File: config.mk
export PLATFORM = sky130hd
export DESIGN_NAME = fpctd_device_flat
export DESIGN_NICKNAME = d
export VERILOG_FILES = /design/src/hw/fpctd_pkg.sv /design/src/hw/fpctd_if.sv /design/src/hw/fpctd_device.sv /design/src/flat_wrapper.sv
export SDC_FILE = /design/constraint.sdc
export NUM_CORES = 2
export LEC_CHECK = 0
export BUFFER_PORTS_ARGS = -buffer_cell sky130_fd_sc_hd__buf_2
export CORE_MARGIN = 1
export CORE_UTILIZATION = 40
export CTS_BUF_LIST = sky130_fd_sc_hd__clkbuf_4 sky130_fd_sc_hd__clkbuf_8
export DETAILED_ROUTE_END_ITERATION = 8
export GPL_TIMING_DRIVEN = 0
export SLEW_MARGIN = 20
export SYNTH_ARGS = -nofsm -noshare
export SYNTH_HDL_FRONTEND = slang
export SYNTH_SLANG_ARGS = --single-unit
export TNS_END_PERCENT = 20
File: constraint.sdc
create_clock -name hclk -period 6.6 [get_ports hclk]
set_input_delay 1.32 -clock hclk [delete_from_list [all_inputs] [get_ports hclk]]
set_output_delay 1.32 -clock hclk [all_outputs]
set_load 0.02 [all_outputs]
File: src/hw/fpctd_pkg.sv
// package: constants and types shared by both ends of the fp transfer link
package fpctd_pkg;

    ////////////////////////////////////////////////////////////////////////
    // instruction field positions
    localparam int FPCTD_POS_PRE   = 24;
    localparam int FPCTD_POS_UP    = 23;
    localparam int FPCTD_POS_LEN_H = 22;
    localparam int FPCTD_POS_WB    = 21;
    localparam int FPCTD_POS_LOAD  = 20;
    localparam int FPCTD_POS_RN    = 16;
    localparam int FPCTD_POS_LEN_L = 15;
    localparam int FPCTD_POS_FD    = 12;
    localparam int FPCTD_POS_CP    = 8;

    // coprocessor numbers and sizes
    localparam logic [3:0] FPCTD_CP_SINGLE = 4'h1;
    localparam logic [3:0] FPCTD_CP_GROUP  = 4'h2;
    localparam logic [3:0] FPCTD_PC_INDEX  = 4'hF;
    localparam logic [3:0] FPCTD_WORDS_REG = 4'h3;
    localparam logic [3:0] FPCTD_NW_SGL    = 4'h1;
    localparam logic [3:0] FPCTD_NW_DBL    = 4'h2;
    localparam logic [3:0] FPCTD_NW_EXT    = 4'h3;
    localparam logic [3:0] FPCTD_NW_EXPD   = 4'h4;
    localparam logic [31:0] FPCTD_WORD_STEP = 32'h4;

    // exponent rebias between internal and memory formats
    localparam logic [15:0] FPCTD_SGL_REBIAS = 16'h3F80;
    localparam logic [15:0] FPCTD_DBL_REBIAS = 16'h3C00;

    ////////////////////////////////////////////////////////////////////////
    // controller register map and bits
    localparam logic [7:0] FPCTD_REG_INSTR  = 8'h00;
    localparam logic [7:0] FPCTD_REG_BASE   = 8'h04;
    localparam logic [7:0] FPCTD_REG_CTRL   = 8'h08;
    localparam logic [7:0] FPCTD_REG_STATUS = 8'h0C;
    localparam logic [7:0] FPCTD_REG_NBASE  = 8'h10;
    localparam logic [7:0] FPCTD_REG_MADDR  = 8'h14;
    localparam logic [7:0] FPCTD_REG_MDATA  = 8'h18;
    localparam int FPCTD_CTRL_GO   = 0;
    localparam int FPCTD_CTRL_COND = 1;
    localparam int FPCTD_CTRL_EXPD = 2;
    localparam logic [31:0] FPCTD_RST_WORD = 32'h0;

    ////////////////////////////////////////////////////////////////////////
    // types
    typedef enum logic [2:0] {
        FPCTD_IDLE = 3'b001,
        FPCTD_XFER = 3'b010,
        FPCTD_DONE = 3'b100
    } fpctd_state_t;

    typedef enum logic [2:0] {
        FPCTD_LEN_SGL  = 3'h0,
        FPCTD_LEN_DBL  = 3'h1,
        FPCTD_LEN_EXT  = 3'h2,
        FPCTD_LEN_PKD  = 3'h3,
        FPCTD_LEN_EXPD = 3'h4,
        FPCTD_LEN_GRP  = 3'h5
    } fpctd_len_t;

endpackage

File: src/hw/fpctd_if.sv
// interface: link between the transfer decoder and the issuing controller
`timescale 1ns/100ps
`default_nettype none
interface fpctd_if (
    input wire logic hclk,
    input wire logic hresetn
);
    logic        issue;
    logic [31:0] instr;
    logic [31:0] base;
    logic        cond_pass;
    logic        packed_format_flag;
    logic        busy;
    logic        done;
    logic        reject;
    logic        base_writeback;
    logic [31:0] new_base;
    logic        mem_req;
    logic        mem_wr;
    logic [31:0] mem_addr;
    logic [31:0] mem_wdata;
    logic        mem_ack;
    logic [31:0] mem_rdata;

    modport device (
        input  hclk, hresetn, issue, instr, base, cond_pass, packed_format_flag,
        input  mem_ack, mem_rdata,
        output busy, done, reject, base_writeback, new_base,
        output mem_req, mem_wr, mem_addr, mem_wdata
    );
    modport host (
        input  hclk, hresetn, busy, done, reject, base_writeback, new_base,
        input  mem_req, mem_wr, mem_addr, mem_wdata,
        output issue, instr, base, cond_pass, packed_format_flag,
        output mem_ack, mem_rdata
    );
endinterface
`default_nettype wire

File: src/hw/fpctd_device.sv
// device end: decodes fp transfer instructions and sequences their words
//
// Operation
// - store rounds to nearest, exact if precision suffices
// - offset byte counts are word count times four
// - up bit adds offset, down subtracts
// - pre-index offsets first address, post uses base
// - write-back bit returns modified base, else none
// - post-indexing never implies write-back
// - each following word one word higher
// - single form length from bits 22, 15, flag
// - software avoids deprecated packed decimal forms
// - group form moves one to four registers
// - group form moves three words per register
// - group save data reloaded only, never altered
// - coprocessor 2 means group, 1 single
// - group count 01,10,11,00 gives 1,2,3,4
// - group starts at named register, wraps F7->F0
// - pc base forbids write-back and post-indexing
// - assembler byte offsets multiple of four, bounded
//
// Implementation choices: register access over AHB-Lite and the placing of the registers.
`timescale 1ns/100ps
`default_nettype none
module fpctd_device (
    // link to controller
    fpctd_if.device          link,
    // register inspection
    input  wire logic [2:0]  dbg_idx,
    output logic [79:0]      dbg_value
);
    import fpctd_pkg::*;

    fpctd_state_t state;
    fpctd_len_t   len_d, len_q;
    logic [3:0]   nw_d, nw_q, rcnt, k, cp_no;
    logic [2:0]   rcur, fd_d, nreg;
    logic [1:0]   wsub, lcode, idx, nidx;
    logic         load_q, grp_q, is_grp, cp_ok, start, step, last;
    logic [31:0]  addr, wdata, off_b, mod_d, first_d, c0, c1, c2;
    logic [79:0]  fregs [8];
    logic [31:0]  wbuf [4];

    ////////////////////////////////////////////////////////////////////////
    // format conversion
    // overflow and denormals are not handled; out of range exponents wrap
    function automatic logic [63:0] fp_round(input logic [79:0] r, input logic dbl);
        logic [53:0] m;
        logic        g, st;
        logic [15:0] e;
        m = dbl ? {1'b0, r[63:11]} : {30'h0, r[63:40]};
        g = dbl ? r[10] : r[39];
        st = dbl ? (|r[9:0]) : (|r[38:0]);
        e = {1'b0, r[78:64]} - (dbl ? FPCTD_DBL_REBIAS : FPCTD_SGL_REBIAS);
        m = m + {53'h0, g & (st | m[0])};
        if (dbl ? m[53] : m[24]) begin
            m = m >> 1;
            e = e + 16'h1;
        end
        if (r[63:0] == 64'h0) begin
            e = 16'h0;
        end
        fp_round = dbl ? {r[79], e[10:0], m[51:0]} : {32'h0, r[79], e[7:0], m[22:0]};
    endfunction

    function automatic logic [79:0] fp_unpack(input fpctd_len_t len, input logic [31:0] w0,
                                              input logic [31:0] w1, input logic [31:0] w2);
        logic [15:0] e;
        e = 16'h0;
        case (len)
            FPCTD_LEN_SGL: begin
                e = {8'h0, w0[30:23]} + FPCTD_SGL_REBIAS;
                fp_unpack = (w0[30:23] == 8'h0) ? {w0[31], 79'h0}
                                                : {w0[31], e[14:0], 1'b1, w0[22:0], 40'h0};
            end
            FPCTD_LEN_DBL: begin
                e = {5'h0, w0[30:20]} + FPCTD_DBL_REBIAS;
                fp_unpack = (w0[30:20] == 11'h0) ? {w0[31], 79'h0}
                                                 : {w0[31], e[14:0], 1'b1, w0[19:0], w1, 11'h0};
            end
            default: begin
                fp_unpack = {w0[31:16], w1, w2};
            end
        endcase
    endfunction

    // extended and group words carry the internal value unchanged
    function automatic logic [31:0] fp_word(input logic [79:0] r, input fpctd_len_t len,
                                            input logic [1:0] wi);
        logic [63:0] rd;
        rd = fp_round(r, len == FPCTD_LEN_DBL);
        case (len)
            FPCTD_LEN_SGL: fp_word = rd[31:0];
            FPCTD_LEN_DBL: fp_word = (wi == 2'h0) ? rd[63:32] : rd[31:0];
            default: begin
                case (wi)
                    2'h0:    fp_word = {r[79:64], 16'h0};
                    2'h1:    fp_word = r[63:32];
                    2'h2:    fp_word = r[31:0];
                    default: fp_word = 32'h0;
                endcase
            end
        endcase
    endfunction

    ////////////////////////////////////////////////////////////////////////
    // decode
    assign lcode   = {link.instr[FPCTD_POS_LEN_H], link.instr[FPCTD_POS_LEN_L]};
    assign cp_no   = link.instr[FPCTD_POS_CP +: 4];
    assign is_grp  = (cp_no == FPCTD_CP_GROUP);
    assign cp_ok   = is_grp || (cp_no == FPCTD_CP_SINGLE);
    assign fd_d    = link.instr[FPCTD_POS_FD +: 3];
    assign off_b   = {22'h0, link.instr[7:0], 2'b00};
    assign mod_d   = link.instr[FPCTD_POS_UP] ? link.base + off_b
                                              : link.base - off_b;
    assign first_d = link.instr[FPCTD_POS_PRE] ? mod_d : link.base;
    assign start   = (state == FPCTD_IDLE) && link.issue && link.cond_pass && cp_ok;

    always_comb begin
        len_d = FPCTD_LEN_SGL;
        nw_d = FPCTD_NW_SGL;
        rcnt = 4'h4;
        if (is_grp) begin
            len_d = FPCTD_LEN_GRP;
            case (lcode)
                2'b01:   rcnt = 4'h1;
                2'b10:   rcnt = 4'h2;
                2'b11:   rcnt = 4'h3;
                default: rcnt = 4'h4;
            endcase
            nw_d = 4'(rcnt * FPCTD_WORDS_REG);
        end else begin
            case (lcode)
                2'b00:   nw_d = FPCTD_NW_SGL;
                2'b01: begin
                    len_d = FPCTD_LEN_DBL;
                    nw_d = FPCTD_NW_DBL;
                end
                2'b10: begin
                    len_d = FPCTD_LEN_EXT;
                    nw_d = FPCTD_NW_EXT;
                end
                default: begin
                    len_d = link.packed_format_flag ? FPCTD_LEN_EXPD : FPCTD_LEN_PKD;
                    nw_d = link.packed_format_flag ? FPCTD_NW_EXPD : FPCTD_NW_EXT;
                end
            endcase
        end
    end

    ////////////////////////////////////////////////////////////////////////
    // sequencing
    assign step = (state == FPCTD_XFER) && link.mem_ack;
    assign last = (k == nw_q - 4'h1);
    assign idx  = grp_q ? wsub : k[1:0];
    assign nidx = grp_q ? ((wsub == 2'h2) ? 2'h0 : wsub + 2'h1) : k[1:0] + 2'h1;
    assign nreg = (grp_q && wsub == 2'h2) ? rcur + 3'h1 : rcur;

    always_ff @(posedge link.hclk or negedge link.hresetn) begin
        if (!link.hresetn) begin
            state <= FPCTD_IDLE;
        end else begin
            case (state)
                FPCTD_IDLE: begin
                    if (start) begin
                        state <= FPCTD_XFER;
                    end else if (link.issue) begin
                        state <= FPCTD_DONE;
                    end
                end
                FPCTD_XFER: state <= (step && last) ? FPCTD_DONE : FPCTD_XFER;
                FPCTD_DONE: state <= FPCTD_IDLE;
                default:    state <= FPCTD_IDLE;
            endcase
        end
    end

    always_ff @(posedge link.hclk or negedge link.hresetn) begin
        if (!link.hresetn) begin
            k <= 4'h0;
            wsub <= 2'h0;
            rcur <= 3'h0;
            addr <= FPCTD_RST_WORD;
            len_q <= FPCTD_LEN_SGL;
            nw_q <= FPCTD_NW_SGL;
            load_q <= 1'b0;
            grp_q <= 1'b0;
        end else if (start) begin
            k <= 4'h0;
            wsub <= 2'h0;
            rcur <= fd_d;
            addr <= first_d;
            len_q <= len_d;
            nw_q <= nw_d;
            load_q <= link.instr[FPCTD_POS_LOAD];
            grp_q <= is_grp;
        end else if (step) begin
            k <= k + 4'h1;
            addr <= addr + FPCTD_WORD_STEP;
            wsub <= grp_q ? nidx : 2'h0;
            rcur <= nreg;
        end
    end

    // write-back outcome stands until the next issue
    always_ff @(posedge link.hclk or negedge link.hresetn) begin
        if (!link.hresetn) begin
            link.base_writeback <= 1'b0;
            link.new_base <= FPCTD_RST_WORD;
            link.reject <= 1'b0;
        end else if (state == FPCTD_IDLE && link.issue) begin
            link.base_writeback <= start && link.instr[FPCTD_POS_WB];
            link.new_base <= start ? mod_d : link.base;
            link.reject <= link.cond_pass && !cp_ok;
        end
    end

    ////////////////////////////////////////////////////////////////////////
    // data path
    // next store word is prepared a step ahead so it leaves a flop
    always_ff @(posedge link.hclk or negedge link.hresetn) begin
        if (!link.hresetn) begin
            wdata <= FPCTD_RST_WORD;
        end else if (start) begin
            wdata <= fp_word(fregs[fd_d], len_d, 2'h0);
        end else if (step) begin
            wdata <= fp_word(fregs[nreg], len_q, nidx);
        end
    end

    assign c0 = (idx == 2'h0) ? link.mem_rdata : wbuf[0];
    assign c1 = (idx == 2'h1) ? link.mem_rdata : wbuf[1];
    assign c2 = (idx == 2'h2) ? link.mem_rdata : wbuf[2];

    always_ff @(posedge link.hclk or negedge link.hresetn) begin
        if (!link.hresetn) begin
            for (int i = 0; i < 8; i++) begin
                fregs[i] <= 80'h0;
            end
            for (int i = 0; i < 4; i++) begin
                wbuf[i] <= FPCTD_RST_WORD;
            end
        end else if (step && load_q) begin
            wbuf[idx] <= link.mem_rdata;
            if (grp_q ? (wsub == 2'h2) : last) begin
                fregs[rcur] <= fp_unpack(len_q, c0, c1, c2);
            end
        end
    end

    always_ff @(posedge link.hclk or negedge link.hresetn) begin
        if (!link.hresetn) begin
            dbg_value <= 80'h0;
        end else begin
            dbg_value <= fregs[dbg_idx];
        end
    end

    assign link.mem_req   = (state == FPCTD_XFER);
    assign link.mem_wr    = !load_q;
    assign link.mem_addr  = addr;
    assign link.mem_wdata = wdata;
    assign link.busy      = (state != FPCTD_IDLE);
    assign link.done      = (state == FPCTD_DONE);

endmodule
`default_nettype wire

File: src/flat_wrapper.sv
// flat-port wrapper written by rule: the top's interface ports become plain ports
module fpctd_device_flat import fpctd_pkg::*;
  (dbg_idx, dbg_value, hclk, hresetn, link_issue, link_instr, link_base, link_cond_pass, link_packed_format_flag, link_mem_ack, link_mem_rdata, link_busy, link_done, link_reject, link_base_writeback, link_new_base, link_mem_req, link_mem_wr, link_mem_addr, link_mem_wdata);
  fpctd_if link_i (.hclk(hclk), .hresetn(hresetn));
  input  wire logic [2:0] dbg_idx;
  output logic [79:0] dbg_value;
  input wire logic hclk;
  input wire logic hresetn;
  input wire logic [$bits(link_i.issue)-1:0] link_issue;
  input wire logic [$bits(link_i.instr)-1:0] link_instr;
  input wire logic [$bits(link_i.base)-1:0] link_base;
  input wire logic [$bits(link_i.cond_pass)-1:0] link_cond_pass;
  input wire logic [$bits(link_i.packed_format_flag)-1:0] link_packed_format_flag;
  input wire logic [$bits(link_i.mem_ack)-1:0] link_mem_ack;
  input wire logic [$bits(link_i.mem_rdata)-1:0] link_mem_rdata;
  output wire logic [$bits(link_i.busy)-1:0] link_busy;
  output wire logic [$bits(link_i.done)-1:0] link_done;
  output wire logic [$bits(link_i.reject)-1:0] link_reject;
  output wire logic [$bits(link_i.base_writeback)-1:0] link_base_writeback;
  output wire logic [$bits(link_i.new_base)-1:0] link_new_base;
  output wire logic [$bits(link_i.mem_req)-1:0] link_mem_req;
  output wire logic [$bits(link_i.mem_wr)-1:0] link_mem_wr;
  output wire logic [$bits(link_i.mem_addr)-1:0] link_mem_addr;
  output wire logic [$bits(link_i.mem_wdata)-1:0] link_mem_wdata;
  assign link_i.issue = link_issue;
  assign link_i.instr = link_instr;
  assign link_i.base = link_base;
  assign link_i.cond_pass = link_cond_pass;
  assign link_i.packed_format_flag = link_packed_format_flag;
  assign link_i.mem_ack = link_mem_ack;
  assign link_i.mem_rdata = link_mem_rdata;
  assign link_busy = link_i.busy;
  assign link_done = link_i.done;
  assign link_reject = link_i.reject;
  assign link_base_writeback = link_i.base_writeback;
  assign link_new_base = link_i.new_base;
  assign link_mem_req = link_i.mem_req;
  assign link_mem_wr = link_i.mem_wr;
  assign link_mem_addr = link_i.mem_addr;
  assign link_mem_wdata = link_i.mem_wdata;
  fpctd_device u_core (.link(link_i), .dbg_idx(dbg_idx), .dbg_value(dbg_value));
endmodule
==> impl_results.md <==
* Total clock sinks at just over 900
* Antenna-violating nets left at 0
* Number of global-route vias before repair at 58030
* DRT iter0 DRCs at 9320
* Synth Instances at 6321
* Fmax achieved at 148.0 MHz
* VDD IR-drop max at 0.2900 mV
* Seq/Total Area, Yosys at between 30% and 40%
* Core Area at 152100 um2
* Clock Skew at 0.1002 ns
* Pre-antenna DRT Iters at 7
* Tot Pwr at roughly 24 mW
* CTS Root Cell: clkbuf_8
* Post-Syn Area at 61370 um2
* Setup TNS at -0.5366 ns
* Port bufs at between 200 and 300
* Longest Clk Path Bufs at 3
* Worst setup margin at -0.1560 ns
* First-pass GRT wire length at 481000 um
* Height of the die at 393.7 um
* Max cap viols at 0
* Via count at just over 60000
* CTS tree: done
* Std-Cell Rows at 143
* Drt total wl at ~350000 um
* Tightest Hold Check Type: in -> async
* Area occupied by multi-input gates at 36290 um2
* Crit path kind: reg -> reg
* H-tree level count at 4
* CP Data Required Time at 7.45 ns
* Post-Syn Nets at 6479
* Die width at 393.7 um
* Post-synth EDFFs at 0
* CTS clk-pin slew, worst paths at 0.07 ns
* Drt wl/cell at roughly 39 um
* Violations in the final reports: negative setup slack
* Layout Nets at 7002
* Grt total ovfl at 0
* Ys async rst share at 100.0%
* Max-slew violation count at 0
* Status: complete, but fails checks
* Final Core Density at 46.87%
* Crit Path Max Fanout at 10
* Final period util at 102.4%
* Worst-margin pin slew at 1.391 ns
* Layout area overhead at 16.14%
* Initial core utilization at a little over 40%
* Yosys cell types at roughly 100
* CP Data Arrival Time at 7.61 ns
* FF+latch count, synth at just over 900
* Final hold vios at 0
* Lkg Pwr at 30.30 nW
* Sequential cell area at approximately 23000 um2
* Fraction of layout cells with a size suffix above 1 at 22.93%
* # fillers at 14720
* Ys flop type: dfrtp_1
* Min Hold Slack at 0.2311 ns
* Worst-skew pair later-pin latency at a little over 1 ns
* PwrDens at 329.8 nW/um2
* Global Route Usage Sum at 44.44%
* Vias per cell at 6.862
* Period minus WS final at 6.756 ns
* Startpoint types: flop
* I/O pin total at between 200 and 300
* Worst Setup End Kind: flop
* Largest net degree at the start of global routing at 128
* Rel. slew slack at roughly 7%
* Final setup fails at 7
* Synth warnings at 0
* Initial antenna violation count at 41
* # DRC at 0
* Final HPWL DP at 266200 um
* CTS buffer count at 171
* Die Area at 155000 um2
* Avg Cell Area, Syn at between 9 and 10 um2
* Routability cong. at 1.115
==> worst max-delay path, stage by stage (launching register included) <==
cell and delay [ns]:
dfrtp_1 0.44, buf_2 0.31, inv_2 0.20, buf_1 0.96, clkbuf_1 0.86, nor4_1 0.16
a31oi_1 0.25, nand4_1 0.39, nand2_1 0.41, o32ai_2 0.23, and3_1 0.33, nor4b_4 0.16
buf_4 0.20, a32oi_2 0.57, o21ai_0 0.21, nor3b_1 0.23, o311a_1 0.32, a221o_1 0.37
==> sequential cells by signal, indices dropped and copies added, names as in the netlist <==
register and count:
u_core.link.reject 1, u_core.link.mem_addr 32, u_core.load_q 1, u_core.state 3, u_core.link.mem_wdata 32, u_core.link.base_writeback 1
u_core.dbg_value 80, u_core.link.new_base 32, u_core.fregs 640, u_core.wbuf 96, u_core.len_q 3, u_core.wsub 2
u_core.rcur 3, u_core.nw_q 4, u_core.grp_q 1, u_core.k 4
==> metal layers <==
| metal | share of wire (%) | track usage [%] | vias to the layer above |
|---|---|---|---|
| met3 | 15 | 19.92 | 1240 |
| met1 | 37 | 55.01 | 31170 |
| li1 | - | - | 24430 |
| met4 | 8.1 | 29.83 | 32 |
| met5 | 0.095 | 0 | - |
| met2 | 41 | 61.91 | 5117 |
==> final cells by class <==
class | instances | share of cell area (%)
sequential | 935 | 32.83
tap | 2030 | 3.563
antenna | 24 | 0.08426
multi-input combinational | 4848 | 50.91
inverter | 48 | 0.2528
buffer | 485 | 3.307
clock inverter | 48 | 0.9935
timing repair buffer | 355 | 3.404
clock buffer | 262 | 4.655
==> power by group <==
| part | internal (mW) | switching [mW] |
|---|---|---|
| Clock | 3.82 | 2.86 |
| Sequential | 6.03 | 0.323 |
| Combinational | 2.72 | 7.76 |
| Total | 12.6 | 10.9 |
==> stage by stage <==
stage / std cells / setup slack, ns / cell area, um2
after global routing: 9017 / -0.003984 / 71230
after global placement: 8620 / -16.89 / 65260
final: 9035 / -0.1560 / 71280
after CTS: 8984 / -0.1073 / 70760
after detailed placement: 8665 / -4.058 / 66190
after floorplan: 6321 / 0.03462 / 61370
==> cells by family after synthesis <==
group,count (synthesis),share of synthesized area [%]
simple gates,2166,15.76
compound gates,1442,13.93
mux,1019,24.86
flops,935,38.13
buf+inv,538,3.729
xor+xnor,168,2.471
fa+ha+maj,53,1.117
==> final timing paths <==
| check | from | to | slack, ns | cells after the start |
|---|---|---|---|---|
| setup / recovery | u_core.rcur[0] | u_core.link.mem_wdata[25] | -0.16 | 17 |
| hold / removal | hresetn | u_core.dbg_value[58] | 0.23 | 1 |
| setup reg to reg | u_core.rcur[0] | u_core.link.mem_wdata[25] | -0.16 | 17 |
| hold reg to reg | u_core.link.new_base[0] | u_core.link.new_base[0] | 0.48 | 2 |
| max in group asynchronous | hresetn | u_core.fregs[242] | 3.93 | 5 |
| min in group hclk | u_core.link.new_base[0] | u_core.link.new_base[0] | 0.48 | 2 |
==> layout by cell type (no fill, tap or decap), types with 49 or more instances in the layout <==
cell      instances
mux2i_1         384
nand4_1          64
o21ai_0         772
buf_2           321
nor3_1           88
o22ai_1          49
nor2_1          322
mux4_2          379
nor4_1           70
a31oi_1          85
clkbuf_4         60
ha_1             49
nand3_1         158
nand2_1        1214
xnor2_1          88
dfrtp_1         932
buf_4            83
clkbuf_8        220
mux2_2          240
clkbuf_1        278
a21oi_1         156
xor2_1           77
==> synthesized netlist by cell type (all sizes together) (28+ instances only) <==
cell	n	area [um2]
clkbuf	331	1242
xor2	77	674.4
inv	48	180.2
o22a	33	289.0
mux2i	399	4010
o21ai	812	4068
nor3	94	485.5
and3	41	256.5
a211oi	30	225.2
ha	50	625.6
mux2	241	2714
buf	159	865.8
mux4	379	8536
nor2	331	1242
a22oi	28	210.2
nand3	159	800.8
a21oi	162	810.8
dfrtp	933	23350
xnor2	91	842.1
nand2	1217	4568
a31oi	86	538.0
o22ai	50	312.8
nand4	65	412.9
nor4	81	540.5
==> timing repair <==
action,4_1_cts,5_1_grt
gates resized for setup,122,65
buffers inserted,13,28
endpoints found under the hold margin,0,0
pin swaps,5,11
setup endpoints to repair,32,32
hold buffers,0,0
Note: power is estimated with default switching activity, not from simulation.
